--- src/hdl/lps_pkg.sv ---
// Constants shared by the light and proximity sequencer
package lps_pkg;

	// Register offsets (8-bit registers)
	localparam logic [2:0] ADDR_CMD1 = 3'h0;
	localparam logic [2:0] ADDR_CMD2 = 3'h1;
	localparam logic [2:0] ADDR_DATA_LSB = 3'h2;
	localparam logic [2:0] ADDR_DATA_MSB = 3'h3;
	localparam logic [2:0] ADDR_TL_LSB = 3'h4;
	localparam logic [2:0] ADDR_TL_MSB = 3'h5;
	localparam logic [2:0] ADDR_TH_LSB = 3'h6;
	localparam logic [2:0] ADDR_TH_MSB = 3'h7;

	// First command register fields
	localparam int OP_LSB = 5;
	localparam int FLAG_BIT = 2;
	localparam int PRST_LSB = 0;

	// Second command register fields
	localparam int SCHEME_BIT = 7;
	localparam int FREQ_BIT = 6;
	localparam int IS_LSB = 4;
	localparam int RES_LSB = 2;
	localparam int RANGE_LSB = 0;

	// Reset values
	localparam logic [7:0] CMD_RST = 8'h00;
	localparam logic [15:0] DATA_RST = 16'h0000;
	localparam logic [15:0] TL_RST = 16'h0000;
	localparam logic [15:0] TH_RST = 16'hffff;

	// Operation codes
	localparam logic [2:0] OP_PDN = 3'h0;
	localparam logic [2:0] OP_ALS_ONCE = 3'h1;
	localparam logic [2:0] OP_IR_ONCE = 3'h2;
	localparam logic [2:0] OP_PRX_ONCE = 3'h3;
	localparam logic [2:0] OP_RSVD = 3'h4;
	localparam logic [2:0] OP_ALS_CONT = 3'h5;
	localparam logic [2:0] OP_IR_CONT = 3'h6;
	localparam logic [2:0] OP_PRX_CONT = 3'h7;

	// Front end source select
	localparam logic [1:0] SRC_ALS = 2'h1;
	localparam logic [1:0] SRC_IR = 2'h2;
	localparam logic [1:0] SRC_PRX = 2'h3;

	// Persistence counts per code
	localparam logic [4:0] PRST_CNT0 = 5'h01;
	localparam logic [4:0] PRST_CNT1 = 5'h04;
	localparam logic [4:0] PRST_CNT2 = 5'h08;
	localparam logic [4:0] PRST_CNT3 = 5'h10;

	// Oscillator cycles per conversion per resolution code
	localparam logic [16:0] RES_CYC0 = 17'h10000;
	localparam logic [16:0] RES_CYC1 = 17'h01000;
	localparam logic [16:0] RES_CYC2 = 17'h00100;
	localparam logic [16:0] RES_CYC3 = 17'h00010;

	// Largest result per resolution code (16, 12, 8, 4 bits)
	localparam logic [16:0] RES_MAX0 = 17'h0ffff;
	localparam logic [16:0] RES_MAX1 = 17'h00fff;
	localparam logic [16:0] RES_MAX2 = 17'h000ff;
	localparam logic [16:0] RES_MAX3 = 17'h0000f;

	// LED modulation timing
	localparam int CLK_KHZ = 200000;
	localparam int MOD_FREQ_KHZ = 360;
	localparam int MOD_DUTY_PCT = 50;
	localparam int MOD_PERIOD_CYC = CLK_KHZ / MOD_FREQ_KHZ;
	localparam int MOD_ON_CYC = MOD_PERIOD_CYC * MOD_DUTY_PCT / 100;
	localparam int MOD_OFF_CYC = MOD_PERIOD_CYC - MOD_ON_CYC;
	localparam int MOD_CNT_W = 10;

endpackage

--- src/hdl/lps_sequencer.sv ---
// Light and proximity conversion sequencer with threshold interrupt
// Function
// - After reset the block sits in power-down and converts nothing.
// - Result registers read zero until a conversion completes.
// - One-shot runs one conversion, returns to power-down, keeps result.
// - Continuous repeats conversions and overwrites result each time.
// - Power-down command stops any conversion, continuous included.
// - Six modes: ambient, IR, proximity, each one-shot or continuous.
// - Integration timed by n-bit counter of oscillator ticks, n=4/8/12/16.
// - Result is unsigned n bits, at most sixteen.
// - Proximity turns on emitter drive with programmed current and mode.
// - Modulation bit clear gives steady drive, set gives 360 kHz.
// - Modulated drive is on half of each period.
// - Interrupt pin is active low open drain, only pulls low.
// - Readable status flag mirrors the interrupt.
// - Interrupt when count goes above upper or below lower threshold.
// - Persistence needs repeated out-of-window results before interrupt.
// - Four ranges selectable, applied to following conversions; fe_range_q follows a cmd2 write from the second cycle after it, mid-conversion too.
// - Operation field codes 000..111, code 100 reserved.
// - Persistence field 00,01,10,11 needs 1,4,8,16 results.
// - Interrupt stays until a write to first command register clears.
// - Resolution field sets 65536/4096/256/16 cycles, 16/12/8/4 bits.
//
// Added by the designer: the register addresses and strobed register access.
`timescale 1ns/100ps
module lps_sequencer (
	// Clock and reset
	input wire logic clk_sys,
	input wire logic rst,
	// Register port
	input wire logic [2:0] reg_addr,
	input wire logic [7:0] reg_wdata,
	input wire logic reg_wr,
	input wire logic reg_rd,
	output logic [7:0] reg_rdata_q,
	// Internal oscillator and front end pulses (asynchronous)
	input wire logic osc_clk,
	input wire logic fe_charge_pulse,
	// Front end control
	output logic fe_active_q,
	output logic [1:0] fe_source_q,
	output logic [1:0] fe_range_q,
	output logic fe_scheme_q,
	// Emitter driver
	output logic emitter_drive_pin,
	output logic [1:0] led_current_select,
	// Interrupt pin, open drain
	input wire logic int_n_i,
	output logic int_n_o,
	output logic int_n_oe
);
	import lps_pkg::*;

	typedef enum logic {ST_PDN, ST_CONV} lps_state_e;

	// Asynchronous input synchronisers: osc and charge pulse
	localparam int N_ASYNC = 2;
	logic [N_ASYNC-1:0] async_in;
	logic [N_ASYNC-1:0] sync1_q;
	logic [N_ASYNC-1:0] sync2_q;
	logic [N_ASYNC-1:0] sync3_q;
	logic [N_ASYNC-1:0] filt_q;
	logic [N_ASYNC-1:0] rise;

	assign async_in = {fe_charge_pulse, osc_clk};

	genvar gi;
	generate
		for (gi = 0; gi < N_ASYNC; gi = gi + 1) begin : g_sync
			// Level counts only once stages two and three agree
			assign rise[gi] = (sync2_q[gi] == sync3_q[gi]) &&
				sync3_q[gi] && !filt_q[gi];
			always_ff @(posedge clk_sys) begin
				if (rst) begin
					sync1_q[gi] <= 1'b0;
					sync2_q[gi] <= 1'b0;
					sync3_q[gi] <= 1'b0;
					filt_q[gi] <= 1'b0;
				end else begin
					sync1_q[gi] <= async_in[gi];
					sync2_q[gi] <= sync1_q[gi];
					sync3_q[gi] <= sync2_q[gi];
					if (sync2_q[gi] == sync3_q[gi]) begin
						filt_q[gi] <= sync3_q[gi];
					end
				end
			end
		end
	endgenerate

	logic osc_tick;
	logic charge_tick;
	assign osc_tick = rise[0];
	assign charge_tick = rise[1];

	// Registers
	lps_state_e state_q;
	logic [2:0] op_q;
	logic [1:0] prst_q;
	logic [7:0] cmd2_q;
	logic [15:0] data_q;
	logic [15:0] tl_q;
	logic [15:0] th_q;
	logic flag_q;
	logic [4:0] prst_cnt_q;
	logic [16:0] charge_cnt_q;

	// Write decode
	logic wr_cmd1;
	logic wr_cmd2;
	logic [2:0] new_op;
	logic op_valid;
	logic op_cont;
	assign wr_cmd1 = reg_wr && (reg_addr == ADDR_CMD1);
	assign wr_cmd2 = reg_wr && (reg_addr == ADDR_CMD2);
	assign new_op = reg_wdata[OP_LSB+2:OP_LSB];
	// Reserved code acts as power-down
	assign op_valid = (new_op != OP_PDN) && (new_op != OP_RSVD);
	assign op_cont = op_q[2];

	// Command II fields
	logic [1:0] res_sel;
	logic mod_sel;
	assign res_sel = cmd2_q[RES_LSB+1:RES_LSB];
	assign mod_sel = cmd2_q[FREQ_BIT];

	// Timer hookup
	logic conv_start;
	logic conv_abort;
	logic tmr_busy;
	logic tmr_done;
	logic tmr_start;
	logic cont_restart;
	// Any write to the op field restarts or stops the sequence
	assign conv_start = wr_cmd1 && op_valid;
	assign conv_abort = wr_cmd1 && !op_valid;
	// Restart back to back in continuous mode
	assign cont_restart = tmr_done && op_cont && (state_q == ST_CONV) &&
		!wr_cmd1;
	assign tmr_start = conv_start || cont_restart;

	lps_int_timer u_timer (
		.clk_sys(clk_sys),
		.rst(rst),
		.start(tmr_start),
		.abort(conv_abort),
		.res_sel(res_sel),
		.osc_tick(osc_tick),
		.busy_q(tmr_busy),
		.done_q(tmr_done)
	);

	// Result clamp to n bits
	logic [16:0] res_max;
	logic [15:0] result;
	assign res_max = (res_sel == 2'h0) ? RES_MAX0 :
		(res_sel == 2'h1) ? RES_MAX1 :
		(res_sel == 2'h2) ? RES_MAX2 : RES_MAX3;
	assign result = (charge_cnt_q > res_max) ? res_max[15:0] :
		charge_cnt_q[15:0];

	// Threshold window and persistence
	logic out_win;
	logic [4:0] prst_need;
	logic [4:0] prst_next;
	logic trig;
	// Above upper or below lower
	assign out_win = (result > th_q) || (result < tl_q);
	assign prst_need = (prst_q == 2'h0) ? PRST_CNT0 :
		(prst_q == 2'h1) ? PRST_CNT1 :
		(prst_q == 2'h2) ? PRST_CNT2 : PRST_CNT3;
	// Saturate so a long run never wraps back below the need
	assign prst_next = (prst_cnt_q == PRST_CNT3) ? prst_cnt_q :
		prst_cnt_q + 5'h1;
	// Consecutive out-of-window count reaches need
	assign trig = tmr_done && out_win && (prst_next >= prst_need);

	// Sequencer state
	always_ff @(posedge clk_sys) begin
		if (rst) begin
			// Power-down from reset
			state_q <= ST_PDN;
			op_q <= OP_PDN;
		end else if (wr_cmd1) begin
			// Stop on power-down, restart on new mode
			op_q <= op_valid ? new_op : OP_PDN;
			state_q <= op_valid ? ST_CONV : ST_PDN;
		end else begin
			case (state_q)
				ST_PDN: begin
					state_q <= ST_PDN;
				end
				ST_CONV: begin
					if (tmr_done && !op_cont) begin
						// One-shot drops back itself
						state_q <= ST_PDN;
						op_q <= OP_PDN;
					end
				end
				default: begin
					state_q <= ST_PDN;
					op_q <= OP_PDN;
				end
			endcase
		end
	end

	// Charge pulse counter over the integration window
	always_ff @(posedge clk_sys) begin
		if (rst || conv_start || cont_restart) begin
			charge_cnt_q <= 17'h0;
		end else if (tmr_busy && charge_tick && !charge_cnt_q[16]) begin
			charge_cnt_q <= charge_cnt_q + 17'h1;
		end
	end

	// Result, persistence and interrupt flag
	always_ff @(posedge clk_sys) begin
		if (rst) begin
			// Zero until first conversion
			data_q <= DATA_RST;
			prst_cnt_q <= 5'h0;
			flag_q <= 1'b0;
		end else begin
			if (tmr_done && !wr_cmd1) begin
				// Latest result replaces the old one
				data_q <= result;
				// In-window result restarts the count
				prst_cnt_q <= out_win ? prst_next : 5'h0;
			end
			// Set wins over the clear of a cmd1 write
			if (trig) begin
				flag_q <= 1'b1;
			end else if (wr_cmd1) begin
				flag_q <= 1'b0;
			end
		end
	end

	// Remaining writable registers
	always_ff @(posedge clk_sys) begin
		if (rst) begin
			prst_q <= CMD_RST[PRST_LSB+1:PRST_LSB];
			cmd2_q <= CMD_RST;
			tl_q <= TL_RST;
			th_q <= TH_RST;
		end else begin
			if (wr_cmd1) begin
				prst_q <= reg_wdata[PRST_LSB+1:PRST_LSB];
			end
			if (wr_cmd2) begin
				cmd2_q <= reg_wdata;
			end
			if (reg_wr && reg_addr == ADDR_TL_LSB) begin
				tl_q[7:0] <= reg_wdata;
			end
			if (reg_wr && reg_addr == ADDR_TL_MSB) begin
				tl_q[15:8] <= reg_wdata;
			end
			if (reg_wr && reg_addr == ADDR_TH_LSB) begin
				th_q[7:0] <= reg_wdata;
			end
			if (reg_wr && reg_addr == ADDR_TH_MSB) begin
				th_q[15:8] <= reg_wdata;
			end
		end
	end

	// Read mux; flag shows in bit two
	logic [7:0] cmd1_rd;
	logic [7:0] rd_mux;
	assign cmd1_rd = {op_q, 2'b00, flag_q, prst_q};
	assign rd_mux = (reg_addr == ADDR_CMD1) ? cmd1_rd :
		(reg_addr == ADDR_CMD2) ? cmd2_q :
		(reg_addr == ADDR_DATA_LSB) ? data_q[7:0] :
		(reg_addr == ADDR_DATA_MSB) ? data_q[15:8] :
		(reg_addr == ADDR_TL_LSB) ? tl_q[7:0] :
		(reg_addr == ADDR_TL_MSB) ? tl_q[15:8] :
		(reg_addr == ADDR_TH_LSB) ? th_q[7:0] : th_q[15:8];

	always_ff @(posedge clk_sys) begin
		if (rst) begin
			reg_rdata_q <= 8'h00;
		end else if (reg_rd) begin
			reg_rdata_q <= rd_mux;
		end else begin
			reg_rdata_q <= 8'h00;
		end
	end

	// Front end control
	logic prx_on;
	logic [1:0] src_d;
	assign prx_on = (state_q == ST_CONV) && (op_q[1:0] == SRC_PRX);
	assign src_d = (state_q == ST_CONV) ? op_q[1:0] : 2'h0;

	always_ff @(posedge clk_sys) begin
		if (rst) begin
			fe_active_q <= 1'b0;
			fe_source_q <= 2'h0;
			fe_range_q <= 2'h0;
			fe_scheme_q <= 1'b0;
			led_current_select <= 2'h0;
			int_n_oe <= 1'b0;
		end else begin
			fe_active_q <= (state_q == ST_CONV);
			fe_source_q <= src_d;
			// Range takes effect from the next cycle on
			fe_range_q <= cmd2_q[RANGE_LSB+1:RANGE_LSB];
			fe_scheme_q <= cmd2_q[SCHEME_BIT];
			// Programmed current amplitude
			led_current_select <= cmd2_q[IS_LSB+1:IS_LSB];
			// Pull low only while flagged
			int_n_oe <= flag_q;
		end
	end

	// Open drain never drives high
	always_ff @(posedge clk_sys) begin
		int_n_o <= 1'b0;
	end

	// Emitter driver during proximity only
	lps_led_mod u_led (
		.clk_sys(clk_sys),
		.rst(rst),
		.enable(prx_on),
		.mod_en(mod_sel),
		.drive_q(emitter_drive_pin)
	);

endmodule

--- src/hdl/lps_int_timer.sv ---
// Integration timer counting internal oscillator ticks
`timescale 1ns/100ps
module lps_int_timer (
	// Clock and reset
	input wire logic clk_sys,
	input wire logic rst,
	// Control
	input wire logic start,
	input wire logic abort,
	input wire logic [1:0] res_sel,
	input wire logic osc_tick,
	// Status
	output logic busy_q,
	output logic done_q
);
	import lps_pkg::*;

	logic [16:0] cnt_q;
	logic [16:0] target;
	logic last_tick;

	// n-bit counter length picked by resolution
	assign target = (res_sel == 2'h0) ? RES_CYC0 :
		(res_sel == 2'h1) ? RES_CYC1 :
		(res_sel == 2'h2) ? RES_CYC2 : RES_CYC3;
	assign last_tick = busy_q && osc_tick && (cnt_q == target - 17'h1);

	always_ff @(posedge clk_sys) begin
		if (rst || abort) begin
			cnt_q <= 17'h0;
			busy_q <= 1'b0;
			done_q <= 1'b0;
		end else if (start) begin
			cnt_q <= 17'h0;
			busy_q <= 1'b1;
			done_q <= 1'b0;
		end else begin
			done_q <= last_tick;
			if (last_tick) begin
				busy_q <= 1'b0;
			end
			if (busy_q && osc_tick) begin
				cnt_q <= cnt_q + 17'h1;
			end
		end
	end

endmodule

--- src/hdl/lps_led_mod.sv ---
// Emitter drive waveform: steady or 50 percent modulated
`timescale 1ns/100ps
module lps_led_mod (
	// Clock and reset
	input wire logic clk_sys,
	input wire logic rst,
	// Control
	input wire logic enable,
	input wire logic mod_en,
	// Drive
	output logic drive_q
);
	import lps_pkg::*;

	logic [MOD_CNT_W-1:0] cnt_q;
	logic phase_end;

	assign phase_end = drive_q ?
		(cnt_q == MOD_CNT_W'(MOD_ON_CYC - 1)) :
		(cnt_q == MOD_CNT_W'(MOD_OFF_CYC - 1));

	always_ff @(posedge clk_sys) begin
		if (rst || !enable) begin
			// Drive off outside proximity
			cnt_q <= '0;
			drive_q <= 1'b0;
		end else if (!mod_en) begin
			// Steady drive
			cnt_q <= '0;
			drive_q <= 1'b1;
		end else if (phase_end) begin
			// Toggle at modulation rate, half on
			cnt_q <= '0;
			drive_q <= !drive_q;
		end else begin
			cnt_q <= cnt_q + MOD_CNT_W'(1);
		end
	end

endmodule

--- config.mk ---
export PLATFORM = sky130hd
export DESIGN_NAME = lps_sequencer
export DESIGN_NICKNAME = d
export VERILOG_FILES = /design/src/hdl/lps_pkg.sv /design/src/hdl/lps_sequencer.sv /design/src/hdl/lps_int_timer.sv /design/src/hdl/lps_led_mod.sv
export SDC_FILE = /design/constraint.sdc
export NUM_CORES = 1
export LEC_CHECK = 0
export ABC_AREA = 1
export BUFFER_PORTS_ARGS = -buffer_cell sky130_fd_sc_hd__clkbuf_2
export CAP_MARGIN = 20
export CORE_UTILIZATION = 56
export DETAILED_ROUTE_END_ITERATION = 8
export PLACE_DENSITY = 0.76
export REMOVE_ABC_BUFFERS = 1
export SETUP_SLACK_MARGIN = 0.2
export SLEW_MARGIN = 10
export SYNTH_ARGS = -nofsm -noshare
export SYNTH_HDL_FRONTEND = slang
export SYNTH_SLANG_ARGS = --single-unit
--- constraint.sdc ---
create_clock -name clk_sys -period 3.33 [get_ports clk_sys]
set_input_delay 0.1665 -clock clk_sys [delete_from_list [all_inputs] [get_ports clk_sys]]
set_output_delay 0.1665 -clock clk_sys [all_outputs]
set_load 0.01 [all_outputs]
==> results.sh <==
export IMPL_status="finished with violations"
export IMPL_violations="setup timing"
export IMPL_swShare=0.2505
export IMPL_endpoint_kind="register"
export IMPL_ys_flop_type="dfxtp_1"
export IMPL_clk_latency_ns=0.44
export IMPL_fin_setup_tns_ns=-1.784
export IMPL_drv_slew=0
export IMPL_fin_crit_ns=3.588
export IMPL_first_global_vias=6608
export IMPL_finalCritPeriodShare=1.078
export IMPL_setup_viol=8
export IMPL_grt_pass1_wl_um=31230
export IMPL_io_pins=37
export IMPL_intPower_mw=2.863
export IMPL_antenna_left=0
export IMPL_startpoint="cmd2_q[2]"
export IMPL_r2r_end="prst_cnt_q[2]"
export IMPL_grt_max_degree=35
export IMPL_powerDensity_nw_per_um2=419.6
export IMPL_drc=0
export IMPL_dp_slack_ns=-0.2173
export IMPL_dieArea_um2=13370
export IMPL_die_width_um=115.6
export IMPL_synth_edff_count=0
export IMPL_cts_tree="built"
export IMPL_dpl_cell_area_um2=7717
export IMPL_yosysTopAreaCellShare=0.3875
export IMPL_final_layout_size_suffix_gt1_frac=0.2009
export IMPL_r2r_cells=23
export IMPL_startpoint_type="register"
export IMPL_fp_row_count=41
export IMPL_fin_worst_skew_ns=0.008948
export IMPL_async_flop_share=0
export IMPL_fin_cells=1282
export IMPL_ir_drop_mv=0.3605
export IMPL_max_slew_margin=0.3981
export IMPL_drt_initial_drc_count=692
export IMPL_clk_pin_slew_worst_paths_ns=0.06
export IMPL_crit_type="reg2reg"
export IMPL_clockBufferDepth=2
export IMPL_power_total_mw=3.820
export IMPL_synthCells=1014
export IMPL_seq_power_share=0.450
export IMPL_worstHoldPathType="in2reg"
export IMPL_area_growth_synth_to_final_pct=25.90
export IMPL_cts_buffers=17
export IMPL_seq_area_frac_synth=0.3875
export IMPL_fillers=974
export IMPL_clkSinkCount=140
export IMPL_power_frac_clock=0.472
export IMPL_yosysUniqueCellTypes=45
export IMPL_firstDrtPassIters=6
export IMPL_regToRegStartpoint="cmd2_q[2]"
export IMPL_synth_area_leaders="dfxtp_1 (39%), nand2_1 (9.2%), ha_1 (8.7%)"
export IMPL_num_vias=7307
export IMPL_avgSynthCellArea_um2=7.132
export IMPL_postLayoutSetupSlackWorst_ns=-0.2583
export IMPL_wl_per_cell_um=16.60
export IMPL_tightest_slew_ns=0.8995
export IMPL_p_leak_nw=3.910
export IMPL_multi_input_area_um2=4270
export IMPL_synth_commonest_cells="nand2_1 (177), inv_1 (153), dfxtp_1 (140), nor2_1 (114), a21oi_1 (108)"
export IMPL_crit_arrival_ns=3.96
export IMPL_rsz0062_at_grt="yes"
export IMPL_diodes=0
export IMPL_hold_ws_ns=0.05927
export IMPL_gr_usage_all_layers=0.3063
export IMPL_cts_root_buf="clkbuf_16"
export IMPL_cp_required_ns=3.70
export IMPL_hold_viol=0
export IMPL_post_route_cell_area_um2=9105
export IMPL_io_buffers=34
export IMPL_routabilityCongestion=0.9045
export IMPL_antenna_found_initial=1
export IMPL_critPathMaxFanout=6
export IMPL_crit_end="prst_cnt_q[2]"
export IMPL_start_util=0.5731
export IMPL_dp_final_hpwl_um=12720
export IMPL_syn_cell_area_um2=7232
export IMPL_synth_most_common_cell="nand2_1"
export IMPL_viasPerCell=5.700
export IMPL_fmax_ghz=0.2787
export IMPL_synth_seq_cells=140
export IMPL_nets=1165
export IMPL_dp_cells=1223
export IMPL_synth_warnings=0
export IMPL_die_height_um=115.6
export IMPL_core_um2=12620
export IMPL_routed_wl_um=21280
export IMPL_rrSetupSlack_ns=-0.26
export IMPL_p_sw_mw=0.9571
export IMPL_combPwrFrac=0.078
export IMPL_drv_cap=0
export IMPL_yosysTopAreaCell="dfxtp_1"
export IMPL_grt_overflow=0
export IMPL_cts_max_level=4
export IMPL_fin_util=0.7215
export IMPL_seq_area_um2=2810
-- repair_timing --
item | 4_1_cts | 5_1_grt
hold endpoints to repair | 2 | 0
cloned | 0 | 1
pin swaps | 20 | 24
setup buffers | 19 | 4
setup endpoints to repair | 6 | 8
gates resized for setup | 69 | 61
hold buffers | 2 | 0
-- layout make-up --
cell class,count,share of cell area
inverters,159,0.06692
clock buffers,22,0.05098
repair buffers,89,0.07077
well taps,172,0.02364
flip-flops and latches,140,0.3086
clock inverters,10,0.01003
multi-input cells,690,0.4690
-- layer usage --
layer | routed length, um | GRT usage | up-vias
li1 | - | - | 3495
met4 | 1266 | 0.1863 | 0
met2 | 9836 | 0.5078 | 365
met1 | 8533 | 0.3711 | 3332
met5 | 0 | 0 | -
met3 | 1648 | 0.05544 | 115
-- cells by family after synthesis --
group           Yosys count  synth area share
simple gates            377            0.2208
compound gates          246            0.1874
buf+inv                 184           0.09775
flops                   140            0.3875
fa+ha+maj                50           0.08651
xor+xnor                 15           0.01817
other cells               1         0.0005185
mux                       1          0.001384
-- worst min-delay path by stage --
stage | startpoint | end | slack (ns) | cells past startpoint
2_1_floorplan | rst | prst_cnt_q[0] | 0.23 | 1
3_3_place_gp | osc_clk | sync1_q[0] | 0.37 | 3
3_5_place_dp | osc_clk | sync1_q[0] | 0.37 | 3
4_1_cts | reg_wdata[3] | th_q[11] | 0.05 | 3
5_1_grt | reg_wdata[4] | th_q[4] | 0.07 | 3
6_report | reg_wdata[4] | th_q[12] | 0.06 | 3
-- layout by cell type, fill, tap and decap left out, types with 3 or more instances in the layout --
master and count:
xor2_1 13, o21ai_0 92, nor2_1 109, nand4_1 8, nand2_4 11, ha_4 21, clkinv_1 3, nor4_1 4
nand2_2 21, inv_2 10, clkbuf_16 17, nor3_1 16, inv_1 143, a21oi_1 101, dfxtp_1 138, clkbuf_1 3
a21oi_2 12, nor3b_1 5, or2_4 3, buf_4 39, o22ai_1 4, buf_6 13, clkinv_2 4, nand2_1 149
nand3_1 31, nor2_2 5, clkbuf_2 34, clkinv_4 3, o211ai_1 17, nor2_4 4, ha_1 29
-- sequential cells by signal, indices dropped and copies added (netlist names), 2 cells and up --
name	flops
charge_cnt_q	17
u_timer.cnt_q	17
data_q	16
th_q	16
tl_q	16
u_led.cnt_q	10
cmd2_q	8
reg_rdata_q	8
prst_cnt_q	5
op_q	3
fe_range_q	2
fe_source_q	2
filt_q	2
led_current_select	2
prst_q	2
sync1_q	2
sync2_q	2
sync3_q	2
-- power by group through the flow --
stage                     combinational (mW)  clock, mW  sequential, mW
after global placement                 0.241          0            1.76
after global routing                   0.322       1.88            1.72
after CTS                              0.267       1.80            1.72
after floorplan                        0.143          0            1.76
final                                  0.296       1.80            1.72
after detailed placement               0.245          0            1.76
-- worst max-delay path: stages (launching register included) --
cell	delay (ns)
dfxtp_4	0.36
nor2_4	0.15
clkinv_4	0.12
ha_4	0.30
nand3_2	0.07
nor2_2	0.12
nand2_1	0.08
nor2_1	0.12
nand2_1	0.12
nand2_2	0.12
inv_2	0.06
nand2_4	0.09
buf_6	0.13
nand2_1	0.06
nand2_2	0.12
inv_1	0.12
ha_1	0.34
nand2_2	0.09
nor4_4	0.24
nand2_1	0.09
a32o_2	0.29
nand2_4	0.14
nand2_2	0.08
a21oi_2	0.12
(Power assumes the default switching activity.)
